$ cat src/rtl/synth_prog_params.svh
// Offsets, field positions, reset values and counts of the serial latch
`ifndef SYNTH_PROG_PARAMS_SVH
`define SYNTH_PROG_PARAMS_SVH

// APB register byte offsets
`define ADDR_CTRL 8'h00
`define ADDR_STATUS 8'h04
`define ADDR_RD_SEL 8'h08
`define ADDR_RD_DATA 8'h0C
`define ADDR_CAL 8'h10
`define CTRL_RESET 32'h0000_0001
`define ERR_DATA 32'h0000_0000

// Latch bank
`define NUM_LATCHES 14
`define LAST_INDEX 4'hD
`define WORD_BITS 32

// Synchronised pin indices
`define NUM_PINS 6
`define PIN_SCLK 0
`define PIN_SDATA 1
`define PIN_LOAD 2
`define PIN_REF 3
`define PIN_LOCK 4
`define PIN_VHI 5

// Register 0 fields
`define INT_MSB 19
`define INT_LSB 4
`define AUTOCAL_BIT 21
// Register 1 field
`define MAIN_FRACTION_NUMERATOR_MSB 27
`define MAIN_FRACTION_NUMERATOR_LSB 4
// Registers 2 and 13: auxiliary fraction and modulus halves
`define AUX_FRACTION_NUMERATOR_MSB 31
`define AUX_FRACTION_NUMERATOR_LSB 18
`define AUX_MODULUS_MSB 17
`define AUX_MODULUS_LSB 4
// Register 4 fields
`define RCNT_MSB 24
`define RCNT_LSB 15
`define DBL_BIT 26
`define HALF_BIT 25
`define CP_MSB 13
`define CP_LSB 10
`define DBB_BIT 14
`define MUX_MSB 29
`define MUX_LSB 27
// Register 6 fields
`define ODIV_MSB 23
`define ODIV_LSB 21
`define PWR_MSB 2
`define PWR_LSB 1
`define MUTE_UNTIL_LOCK_BIT 11

// Band search width: 2 core bits plus 8 band bits
`define SAR_BITS 10
`define SAR_START 10'h200

`endif

$ cat src/rtl/synth_prog_pkg.sv
// Types shared by the serial latch and its band selector
package synth_prog_pkg;

  // Band search state
  typedef enum logic {CAL_IDLE, CAL_TRIAL} cal_state_t;

  // Oscillator core and band chosen by calibration
  typedef struct packed {
    logic [1:0] core;
    logic [7:0] band;
  } cal_code_t;

endpackage

$ cat src/rtl/band_select.sv
// Successive approximation search for oscillator core and band
`timescale 1ns/10ps
`default_nettype none
`include "synth_prog_params.svh"
module band_select
  import synth_prog_pkg::*;
(
  input wire logic pclk,
  input wire logic presetn,
  input wire logic start,
  input wire logic tick,
  input wire logic vco_high,
  output logic busy,
  output cal_code_t code
);

  cal_state_t state_r; // Search state
  logic [`SAR_BITS-1:0] trial_r; // Trial code
  logic [3:0] bit_r; // Bit under trial

  // Search steps once per reference tick, MSB first
  always_ff @(posedge pclk or negedge presetn) begin
    if (!presetn) begin
      state_r <= CAL_IDLE;
      trial_r <= `SAR_START;
      bit_r <= 4'h9;
    end else if (start) begin
      // Restart wins over a search in flight
      state_r <= CAL_TRIAL;
      trial_r <= `SAR_START;
      bit_r <= 4'h9;
    end else if (state_r == CAL_TRIAL && tick) begin
      // Too fast: drop the bit under trial
      if (vco_high) begin
        trial_r[bit_r] <= 1'b0;
      end
      if (bit_r == 4'h0) begin
        state_r <= CAL_IDLE;
      end else begin
        trial_r[bit_r - 4'h1] <= 1'b1;
        bit_r <= bit_r - 4'h1;
      end
    end
  end

  // Busy and code straight from flops
  always_comb begin
    busy = (state_r == CAL_TRIAL);
    code = trial_r;
  end

  AST_CAL_START: assert property (@(posedge pclk) disable iff (!presetn)
    start |=> busy && trial_r == `SAR_START)
    else $error("band search did not start");
  AST_CAL_END: assert property (@(posedge pclk) disable iff (!presetn)
    busy && tick && !start && bit_r == 4'h0 |=> !busy)
    else $error("band search did not finish");

endmodule // band_select
`default_nettype wire

$ cat src/rtl/synth_serial_program_latch.sv
// Three-wire program latch bank of the synthesizer, with APB view
// Functional notes
// - Shift one bit per clock rise, MSB first
// - Load strobe rise copies word into latch
// - Destination select sits in bits 3..0
// - Select code n loads latch n, 0..13
// - Buffered settings apply on next register-0 load
// - Output divider buffered only if reg4 bit14
// - Integer mode when both numerators are zero
// - Reference divider ratio 1..1023, ten bits
// - Register-0 load with autocal starts band search
// - Search clocked by reference divider; loop resumes
// - Three-bit select picks test mux signal
// - Register 6 bits 2..1 set output power
// - Mute-until-lock holds output off until lock
// - Both moduli form one 52-bit fraction; code forms it from the numerators, the moduli give 28-bit aux_modulus
//
// The implementer's own choices: the APB slave port and the placing of the registers.
`timescale 1ns/10ps
`default_nettype none
`include "synth_prog_params.svh"
module synth_serial_program_latch
  import synth_prog_pkg::*;
(
  input wire logic pclk,
  input wire logic presetn,
  input wire logic psel,
  input wire logic penable,
  input wire logic pwrite,
  input wire logic [7:0] paddr,
  input wire logic [31:0] pwdata,
  output logic [31:0] prdata,
  output logic pready,
  output logic pslverr,
  input wire logic ser_clk,
  input wire logic ser_data,
  input wire logic load_strobe,
  input wire logic ref_in,
  input wire logic lock_detect,
  input wire logic vco_high,
  output logic [15:0] int_value,
  output logic [51:0] fine_fraction,
  output logic [27:0] aux_modulus,
  output logic int_mode,
  output logic [9:0] ref_count,
  output logic ref_doubler,
  output logic ref_half_divide,
  output logic [3:0] cp_current,
  output logic [2:0] out_div_sel,
  output logic [1:0] rf_power_level,
  output logic rf_out_enable,
  output logic test_mux_pin,
  output cal_code_t cal_code,
  output logic cal_busy,
  output logic loop_enable,
  output logic pfd_tick
);

  // Pin synchronisers
  logic [`NUM_PINS-1:0] pin_raw; // Raw pin levels
  logic [2:0] sync_r [0:`NUM_PINS-1]; // Three-stage chains
  logic [`NUM_PINS-1:0] pin_q_r; // Agreed level
  logic [`NUM_PINS-1:0] pin_rise; // Agreed rising edge

  // Serial and latch state
  logic [`WORD_BITS-1:0] shift_r; // Input shift register
  logic [`WORD_BITS-1:0] latch_r [0:`NUM_LATCHES-1]; // Latch bank
  logic [3:0] dest_select_bits; // Destination field
  logic latch_we; // Accepted load
  logic reg0_load; // Register-0 load
  logic port_en_r; // Serial port enable
  logic [3:0] rd_sel_r; // Readback index

  // Band selector wiring
  logic cal_start; // Search trigger
  logic sel_busy; // Selector busy
  cal_code_t sel_code; // Selector result

  // APB decode
  logic apb_setup; // Setup phase seen
  logic apb_wr; // Write takes effect
  logic [31:0] rd_nxt; // Read value
  logic err_nxt; // Unmapped address

  assign pin_raw = {vco_high, lock_detect, ref_in, load_strobe,
                    ser_data, ser_clk};

  // Each pin: three flops, level moves when stages two and three agree
  genvar g;
  for (g = 0; g < `NUM_PINS; g++) begin : g_sync
    always_ff @(posedge pclk or negedge presetn) begin
      if (!presetn) begin
        sync_r[g] <= 3'h0;
        pin_q_r[g] <= 1'b0;
      end else begin
        sync_r[g] <= {sync_r[g][1:0], pin_raw[g]};
        if (sync_r[g][1] == sync_r[g][2]) begin
          pin_q_r[g] <= sync_r[g][2];
        end
      end
    end
    assign pin_rise[g] = sync_r[g][1] & sync_r[g][2] & ~pin_q_r[g];
  end

  // Destination decode from the low nibble
  assign dest_select_bits = shift_r[3:0];
  // Codes above 13 fall through with no latch touched
  assign latch_we = pin_rise[`PIN_LOAD] &&
                    dest_select_bits <= `LAST_INDEX;
  assign reg0_load = latch_we && dest_select_bits == 4'h0;
  // Autocal request rides on the word being loaded
  assign cal_start = reg0_load && shift_r[`AUTOCAL_BIT];

  // Shift register, MSB first; a strobe does not clear it
  always_ff @(posedge pclk or negedge presetn) begin
    if (!presetn) begin
      shift_r <= 32'h0000_0000;
    end else if (port_en_r && pin_rise[`PIN_SCLK]) begin
      shift_r <= {shift_r[30:0], pin_q_r[`PIN_SDATA]};
    end
  end

  // Latch bank; word taken as it stands at strobe rise
  for (g = 0; g < `NUM_LATCHES; g++) begin : g_latch
    always_ff @(posedge pclk or negedge presetn) begin
      if (!presetn) begin
        latch_r[g] <= 32'h0000_0000;
      end else if (latch_we && dest_select_bits == 4'(g)) begin
        latch_r[g] <= shift_r;
      end
    end
  end

  // Immediate register-0 field
  always_ff @(posedge pclk or negedge presetn) begin
    if (!presetn) begin
      int_value <= 16'h0000;
    end else if (reg0_load) begin
      int_value <= shift_r[`INT_MSB:`INT_LSB];
    end
  end

  // Double-buffered settings move only on a register-0 load
  always_ff @(posedge pclk or negedge presetn) begin
    if (!presetn) begin
      fine_fraction <= 52'h0_0000_0000_0000;
      aux_modulus <= 28'h000_0000;
      ref_count <= 10'h001;
      ref_doubler <= 1'b0;
      ref_half_divide <= 1'b0;
      cp_current <= 4'h0;
    end else if (reg0_load) begin
      // Main numerator on top, auxiliary numerator below
      fine_fraction <= {latch_r[1][`MAIN_FRACTION_NUMERATOR_MSB:`MAIN_FRACTION_NUMERATOR_LSB],
                        latch_r[13][`AUX_FRACTION_NUMERATOR_MSB:`AUX_FRACTION_NUMERATOR_LSB],
                        latch_r[2][`AUX_FRACTION_NUMERATOR_MSB:`AUX_FRACTION_NUMERATOR_LSB]};
      aux_modulus <= {latch_r[13][`AUX_MODULUS_MSB:`AUX_MODULUS_LSB],
                      latch_r[2][`AUX_MODULUS_MSB:`AUX_MODULUS_LSB]};
      ref_count <= latch_r[4][`RCNT_MSB:`RCNT_LSB];
      ref_doubler <= latch_r[4][`DBL_BIT];
      ref_half_divide <= latch_r[4][`HALF_BIT];
      cp_current <= latch_r[4][`CP_MSB:`CP_LSB];
    end
  end

  // Output divider: immediate, or held for register 0
  always_ff @(posedge pclk or negedge presetn) begin
    if (!presetn) begin
      out_div_sel <= 3'h0;
    end else if (latch_we && dest_select_bits == 4'h6 &&
                 !latch_r[4][`DBB_BIT]) begin
      out_div_sel <= shift_r[`ODIV_MSB:`ODIV_LSB];
    end else if (reg0_load && latch_r[4][`DBB_BIT]) begin
      out_div_sel <= latch_r[6][`ODIV_MSB:`ODIV_LSB];
    end
  end

  // Integer mode follows the applied numerators a cycle later
  always_ff @(posedge pclk or negedge presetn) begin
    if (!presetn) begin
      int_mode <= 1'b1;
    end else begin
      int_mode <= (fine_fraction == 52'h0_0000_0000_0000);
    end
  end

  // Output stage: power level and mute until lock
  always_ff @(posedge pclk or negedge presetn) begin
    if (!presetn) begin
      rf_power_level <= 2'h0;
      rf_out_enable <= 1'b0;
    end else begin
      rf_power_level <= latch_r[6][`PWR_MSB:`PWR_LSB];
      rf_out_enable <= !(latch_r[6][`MUTE_UNTIL_LOCK_BIT] &&
                         !pin_q_r[`PIN_LOCK]);
    end
  end

  // Reference divider: one tick per ref_count reference rises
  logic [9:0] ref_cnt_r; // Reference rise counter
  logic [9:0] ref_last; // Terminal count
  // Zero is outside the allowed range; treat it as divide by one
  assign ref_last = (ref_count == 10'h000) ? 10'h000 :
                    ref_count - 10'h001;
  always_ff @(posedge pclk or negedge presetn) begin
    if (!presetn) begin
      ref_cnt_r <= 10'h000;
      pfd_tick <= 1'b0;
    end else if (pin_rise[`PIN_REF]) begin
      if (ref_cnt_r >= ref_last) begin
        ref_cnt_r <= 10'h000;
        pfd_tick <= 1'b1;
      end else begin
        ref_cnt_r <= ref_cnt_r + 10'h001;
        pfd_tick <= 1'b0;
      end
    end else begin
      pfd_tick <= 1'b0;
    end
  end

  // Band search runs on the divided reference
  band_select u_band (
    .pclk(pclk),
    .presetn(presetn),
    .start(cal_start),
    .tick(pfd_tick),
    .vco_high(pin_q_r[`PIN_VHI]),
    .busy(sel_busy),
    .code(sel_code)
  );

  // Calibration results and loop release
  always_ff @(posedge pclk or negedge presetn) begin
    if (!presetn) begin
      cal_code <= 10'h000;
      cal_busy <= 1'b0;
      loop_enable <= 1'b0;
    end else begin
      cal_code <= sel_code;
      cal_busy <= sel_busy;
      loop_enable <= !sel_busy;
    end
  end

  // Test multiplexer
  always_ff @(posedge pclk or negedge presetn) begin
    if (!presetn) begin
      test_mux_pin <= 1'b0;
    end else begin
      unique case (latch_r[4][`MUX_MSB:`MUX_LSB])
        3'h0: test_mux_pin <= 1'b0;
        3'h1: test_mux_pin <= 1'b1;
        3'h2: test_mux_pin <= pfd_tick;
        3'h3: test_mux_pin <= pin_q_r[`PIN_LOCK];
        3'h4: test_mux_pin <= sel_busy;
        3'h5: test_mux_pin <= int_mode;
        3'h6: test_mux_pin <= pin_q_r[`PIN_REF];
        3'h7: test_mux_pin <= pin_q_r[`PIN_VHI];
      endcase
    end
  end

  // APB: answer one cycle after setup, never waits longer
  assign apb_setup = psel && !penable && !pready;
  assign apb_wr = psel && penable && pready && pwrite && !pslverr;

  // Read mux and address check
  always_comb begin
    rd_nxt = `ERR_DATA;
    err_nxt = 1'b0;
    case (paddr)
      `ADDR_CTRL: rd_nxt = {31'h0000_0000, port_en_r};
      `ADDR_STATUS: rd_nxt = {24'h00_0000, rf_out_enable,
                              pin_q_r[`PIN_LOCK], loop_enable,
                              cal_busy, int_mode, out_div_sel};
      `ADDR_RD_SEL: rd_nxt = {28'h000_0000, rd_sel_r};
      `ADDR_RD_DATA: rd_nxt = (rd_sel_r <= `LAST_INDEX) ?
                              latch_r[rd_sel_r] : `ERR_DATA;
      `ADDR_CAL: rd_nxt = {22'h00_0000, cal_code};
      default: err_nxt = 1'b1;
    endcase
  end

  // Registered answer
  always_ff @(posedge pclk or negedge presetn) begin
    if (!presetn) begin
      pready <= 1'b0;
      pslverr <= 1'b0;
      prdata <= 32'h0000_0000;
    end else begin
      pready <= apb_setup;
      pslverr <= apb_setup && err_nxt;
      prdata <= (apb_setup && !pwrite) ? rd_nxt : 32'h0000_0000;
    end
  end

  // Software control registers
  always_ff @(posedge pclk or negedge presetn) begin
    if (!presetn) begin
      port_en_r <= 1'(`CTRL_RESET);
      rd_sel_r <= 4'h0;
    end else if (apb_wr && paddr == `ADDR_CTRL) begin
      port_en_r <= pwdata[0];
    end else if (apb_wr && paddr == `ADDR_RD_SEL) begin
      rd_sel_r <= pwdata[3:0];
    end
  end

  AST_SHIFT_IN: assert property (@(posedge pclk) disable iff (!presetn)
    port_en_r && pin_rise[`PIN_SCLK] |=>
    shift_r == {$past(shift_r[30:0]), $past(pin_q_r[`PIN_SDATA])})
    else $error("shift register did not take data bit");
  AST_LOAD_DEST: assert property (@(posedge pclk) disable iff (!presetn)
    latch_we |=> latch_r[$past(dest_select_bits)] == $past(shift_r))
    else $error("latch did not take shifted word");
  AST_BAD_CODE: assert property (@(posedge pclk) disable iff (!presetn)
    pin_rise[`PIN_LOAD] && shift_r[3:0] > 4'hD |-> !latch_we)
    else $error("illegal select code wrote a latch");
  AST_DB_HOLD: assert property (@(posedge pclk) disable iff (!presetn)
    !reg0_load |=> $stable(fine_fraction) && $stable(ref_count))
    else $error("buffered setting moved without register 0");
  AST_DB_APPLY: assert property (@(posedge pclk) disable iff (!presetn)
    reg0_load |=> fine_fraction[51:28] ==
    $past(latch_r[1][`MAIN_FRACTION_NUMERATOR_MSB:`MAIN_FRACTION_NUMERATOR_LSB]))
    else $error("numerator not applied on register 0");
  AST_ODIV_NOW: assert property (@(posedge pclk) disable iff (!presetn)
    latch_we && dest_select_bits == 4'h6 && !latch_r[4][`DBB_BIT] |=>
    out_div_sel == $past(shift_r[`ODIV_MSB:`ODIV_LSB]))
    else $error("divider select not applied at once");
  AST_INT_MODE: assert property (@(posedge pclk) disable iff (!presetn)
    ##1 int_mode == ($past(fine_fraction) == 52'h0))
    else $error("integer mode flag wrong");
  AST_MUTE: assert property (@(posedge pclk) disable iff (!presetn)
    latch_r[6][`MUTE_UNTIL_LOCK_BIT] && !pin_q_r[`PIN_LOCK] |=> !rf_out_enable)
    else $error("output on before lock");
  AST_APB_ONE: assert property (@(posedge pclk) disable iff (!presetn)
    apb_setup |=> pready ##1 !pready)
    else $error("APB answer not a single cycle");

endmodule // synth_serial_program_latch
`default_nettype wire

$ cat config.mk
export PLATFORM = sky130hd
export DESIGN_NAME = synth_serial_program_latch
export DESIGN_NICKNAME = d
export VERILOG_FILES = /design/src/rtl/synth_prog_pkg.sv /design/src/rtl/band_select.sv /design/src/rtl/synth_serial_program_latch.sv
export VERILOG_INCLUDE_DIRS = /design/src /design/src/rtl
export SDC_FILE = /design/constraint.sdc
export NUM_CORES = 1
export LEC_CHECK = 0
export BUFFER_PORTS_ARGS = -buffer_cell sky130_fd_sc_hd__buf_2
export CAP_MARGIN = 0
export CORE_UTILIZATION = 40
export DETAILED_ROUTE_END_ITERATION = 7
export GPL_ROUTABILITY_DRIVEN = 0
export PLACE_DENSITY_LB_ADDON = 0.1
export SYNTH_ARGS = -nofsm -noshare
export SYNTH_HDL_FRONTEND = slang
export SYNTH_SLANG_ARGS = --single-unit
$ cat constraint.sdc
create_clock -name pclk -period 8.7 [get_ports pclk]
set_clock_uncertainty 0.2 [all_clocks]
set_input_delay 0.435 -clock pclk [delete_from_list [all_inputs] [get_ports pclk]]
set_output_delay 0.435 -clock pclk [all_outputs]
set_load 0.03 [all_outputs]
==> flow_metrics.py <==
metrics = {
    "status": {
        "outcome": "complete, no violations",
    },
    "yosys": {
        "synth_warnings": 0,
        "synth_most_common_cell": "dfrtp_1",
        "synth_area_leaders": "dfrtp_1 58%, mux2_2 15%, mux4_2 5.8%",
        "synthesis.nets": 2376,
        "synth-seq-area-share": 0.584,
        "yosysTopAreaCell": "dfrtp_1",
        "synth_cells": 2304,
        "synthArstFlopShare": 1.00,
        "netlist_area_um2": 29400,
        "ys_types": 56,
        "synth_edf_count": 0,
        "synth_area_per_cell_um2": 12.7,
        "ys_seq_elements": 685,
        "synth_flop_cell": "dfrtp_1",
        "synth_top_area_frac": 0.578,
        "yosys-top-cells-count": "679 x dfrtp_1, 421 x nand2_1, 395 x mux2_2",
    },
    "floorplan": {
        "io_pins": 218,
        "num_rows": 98,
        "dieHeight_um": 273,
        "initial_core_util": 0.407,
        "core_um2": 72100,
        "die_w_um": 273,
        "die_area_um2": 74500,
    },
    "routing": {
        "vias": 18700,
        "first_iter_violations": 1117,
        "viasPerCell": 5.41,
        "drt_wl_total_mm": 81.3,
        "ant_nets": 0,
        "drt_first_pass_iters": 5,
        "wire_per_inst_um": 23.6,
        "drc": 0,
    },
    "clock_network": {
        "worstSkewPairLatency_ns": 0.61,
        "htree_levels": 3,
        "cts_sinks": 685,
        "cts-root-buf": "clkbuf_16",
        "cts_tree": "done",
        "clk_path_buf_depth": 3,
        "post_cts_resized": 0,
        "clk_pin_slew_ns": 0.06,
        "postCtsSetupRepairBufs": 0,
        "hold_buffers": 15,
        "cts_buffers": 77,
    },
    "worst_setup_path": {
        "max_stage_delay_ns": 0.98,
        "worstPathMaxFanout": 10,
        "r2r_slack_ns": 4.42,
        "critPathKind": "reg -> reg",
        "crit_arrival_ns": 4.50,
        "required_ns": 8.91,
        "cp_slowest_cell": "a211oi_1",
        "cp-start-kind": "register",
        "cp-end-kind": "register",
        "worstPathCellList": "or3_1 -> or2_1 -> or3_4 -> or4b_4 -> and2_4 -> ha_1 -> nor2_1 -> a21oi_1 -> o41ai_1 -> a211oi_1 -> nor4_1",
    },
    "sta": {
        "maxSlewHeadroom": 0.211,
        "slew_viol_final": 0,
        "fmax_ghz": 0.233,
        "tightest_slew_ns": 1.18,
        "totalNegativeSetupSlack_ns": 0,
        "setup_viol": 0,
        "setup_ws_ns": 4.42,
        "rsz0062_at_grt": "no",
        "min_period_ns": 4.28,
        "hold_viol": 0,
        "period_share": 0.493,
    },
    "grt": {
        "grt_max_degree": 165,
        "grt_pass1_vias": 19700,
        "grt_use_total": 0.224,
        "grt_pass1_wl_mm": 126,
        "antenna_found_initial": 1,
        "grt_remaining_overflow": 0,
    },
    "power": {
        "power_per_cell_area_nw_per_um2": 196,
        "ir_drop_mv": 0.132,
        "p_leak_nw": 17.0,
    },
    "finish": {
        "area_growth_pct": 15.1,
        "layout-drive-gt1-share": 0.340,
        "final_nets": 2517,
        "post-route-util": 0.469,
    },
    "placed_design": {
        "pre_cts_ws_ns": 4.39,
        "dp_hpwl_mm": 49.8,
        "place.port_buffers": 189,
    },
    "min_path": {
        "hold_path.class": "in -> reg",
    },
    "job": {
        "drv_cap": 0,
    },
}
==> power breakdown <==
group | internal [mW] | switching (mW) | leakage (nW)
Clock | 1.97 | 1.28 | 1.25
Sequential | 3.20 | 0.0183 | 9.48
Combinational | 0.0391 | 0.126 | 6.27
==> state kept, by name, indices dropped and copies added (netlist names), 6 cells and up <==
name           cells
sync_r            18
fine_fraction     52
latch_r          448
shift_r           32
ref_cnt_r         10
aux_modulus       28
pin_q_r            6
u_band.code       10
cal_code          10
ref_count         10
prdata            32
==> final cells by class <==
class | count | area (um2)
Antenna cell | 1 | 2.50
Tap cell | 950 | 1190
Clock inverter | 14 | 180
Fill cell | 6520 | 38300
Timing Repair Buffer | 239 | 1390
Inverter | 14 | 52.6
Sequential cell | 685 | 17200
Clock buffer | 118 | 2350
Multi-Input combinational cell | 1428 | 11500
==> worst paths after layout <==
| kind | cells past startpoint | start | endpoint |
|---|---|---|---|
| worst min register to register | 0 | sync_r[12] | sync_r[13] |
| worst min-delay path | 3 | psel | pready |
| min in group asynchronous | 2 | presetn | ref_cnt_r[2] |
| max in group asynchronous | 4 | presetn | latch_r[331] |
| worst max register to register | 11 | ref_count[3] | ref_cnt_r[3] |
| worst max-delay path | 11 | ref_count[3] | ref_cnt_r[3] |
==> kinds of logic (layout without fill, tap and decap cells) <==
| logic type | count (synthesis) | after routing | synth area share |
|---|---|---|---|
| DFF | 685 | 685 | 0.584 |
| and+or+nand+nor | 649 | 649 | 0.0984 |
| muxes | 548 | 548 | 0.236 |
| AOI/OAI and AO/OA | 191 | 191 | 0.0398 |
| buffers and inverters | 191 | 385 | 0.0273 |
| adders and majority gates | 24 | 24 | 0.00997 |
| xor gates and xnor gates | 16 | 16 | 0.00477 |
| other | 0 | 1 | 0 |
==> critical path: cells and delay by family (launching register included) <==
family	cells	cell delay, ns
adder cells (fa/ha/maj)	1	0.27
AO/OA/AOI/OAI	3	1.22
flip-flops	1	0.42
AND/OR/NAND/NOR	7	1.98
==> per-layer routing <==
layer  wire length [um]  global-route usage  up-vias
li1                   -                   -     8330
met1              37400               0.312     9900
met2              39800               0.372      329
met3               2570              0.0267       92
met4               1510              0.0551        0
met5                  0                   0        -
==> metrics by stage <==
stage	total power, mW	std cells	hold slack (ns)	instance area [um2]
floorplan	3.34	2304	-0.0606	29400
global placement	3.44	3301	0.136	31100
detailed placement	3.44	3301	0.136	31100
CTS	6.73	3448	0.00920	33800
global route	6.87	3448	0.0425	33800
finish	6.63	3449	0.0464	33800
==> placed cells by master (no fill, tap or decap), types with 16 or more instances in the layout <==
cell type    n
clkbuf_1    16
mux2i_1     76
nor4_1      17
mux4_2      76
and2_1      24
dfrtp_1    675
nand2b_1    16
nand2_1    418
mux2_2     395
a211oi_1    27
clkbuf_16   79
ha_1        21
o21ai_0     67
a22oi_1     18
clkbuf_8    23
buf_4       33
buf_2      188
nor2b_1     37
nor3_1      31
a21oi_1     35
nor2_1      42
Note: power is estimated with default switching activity, not from simulation.
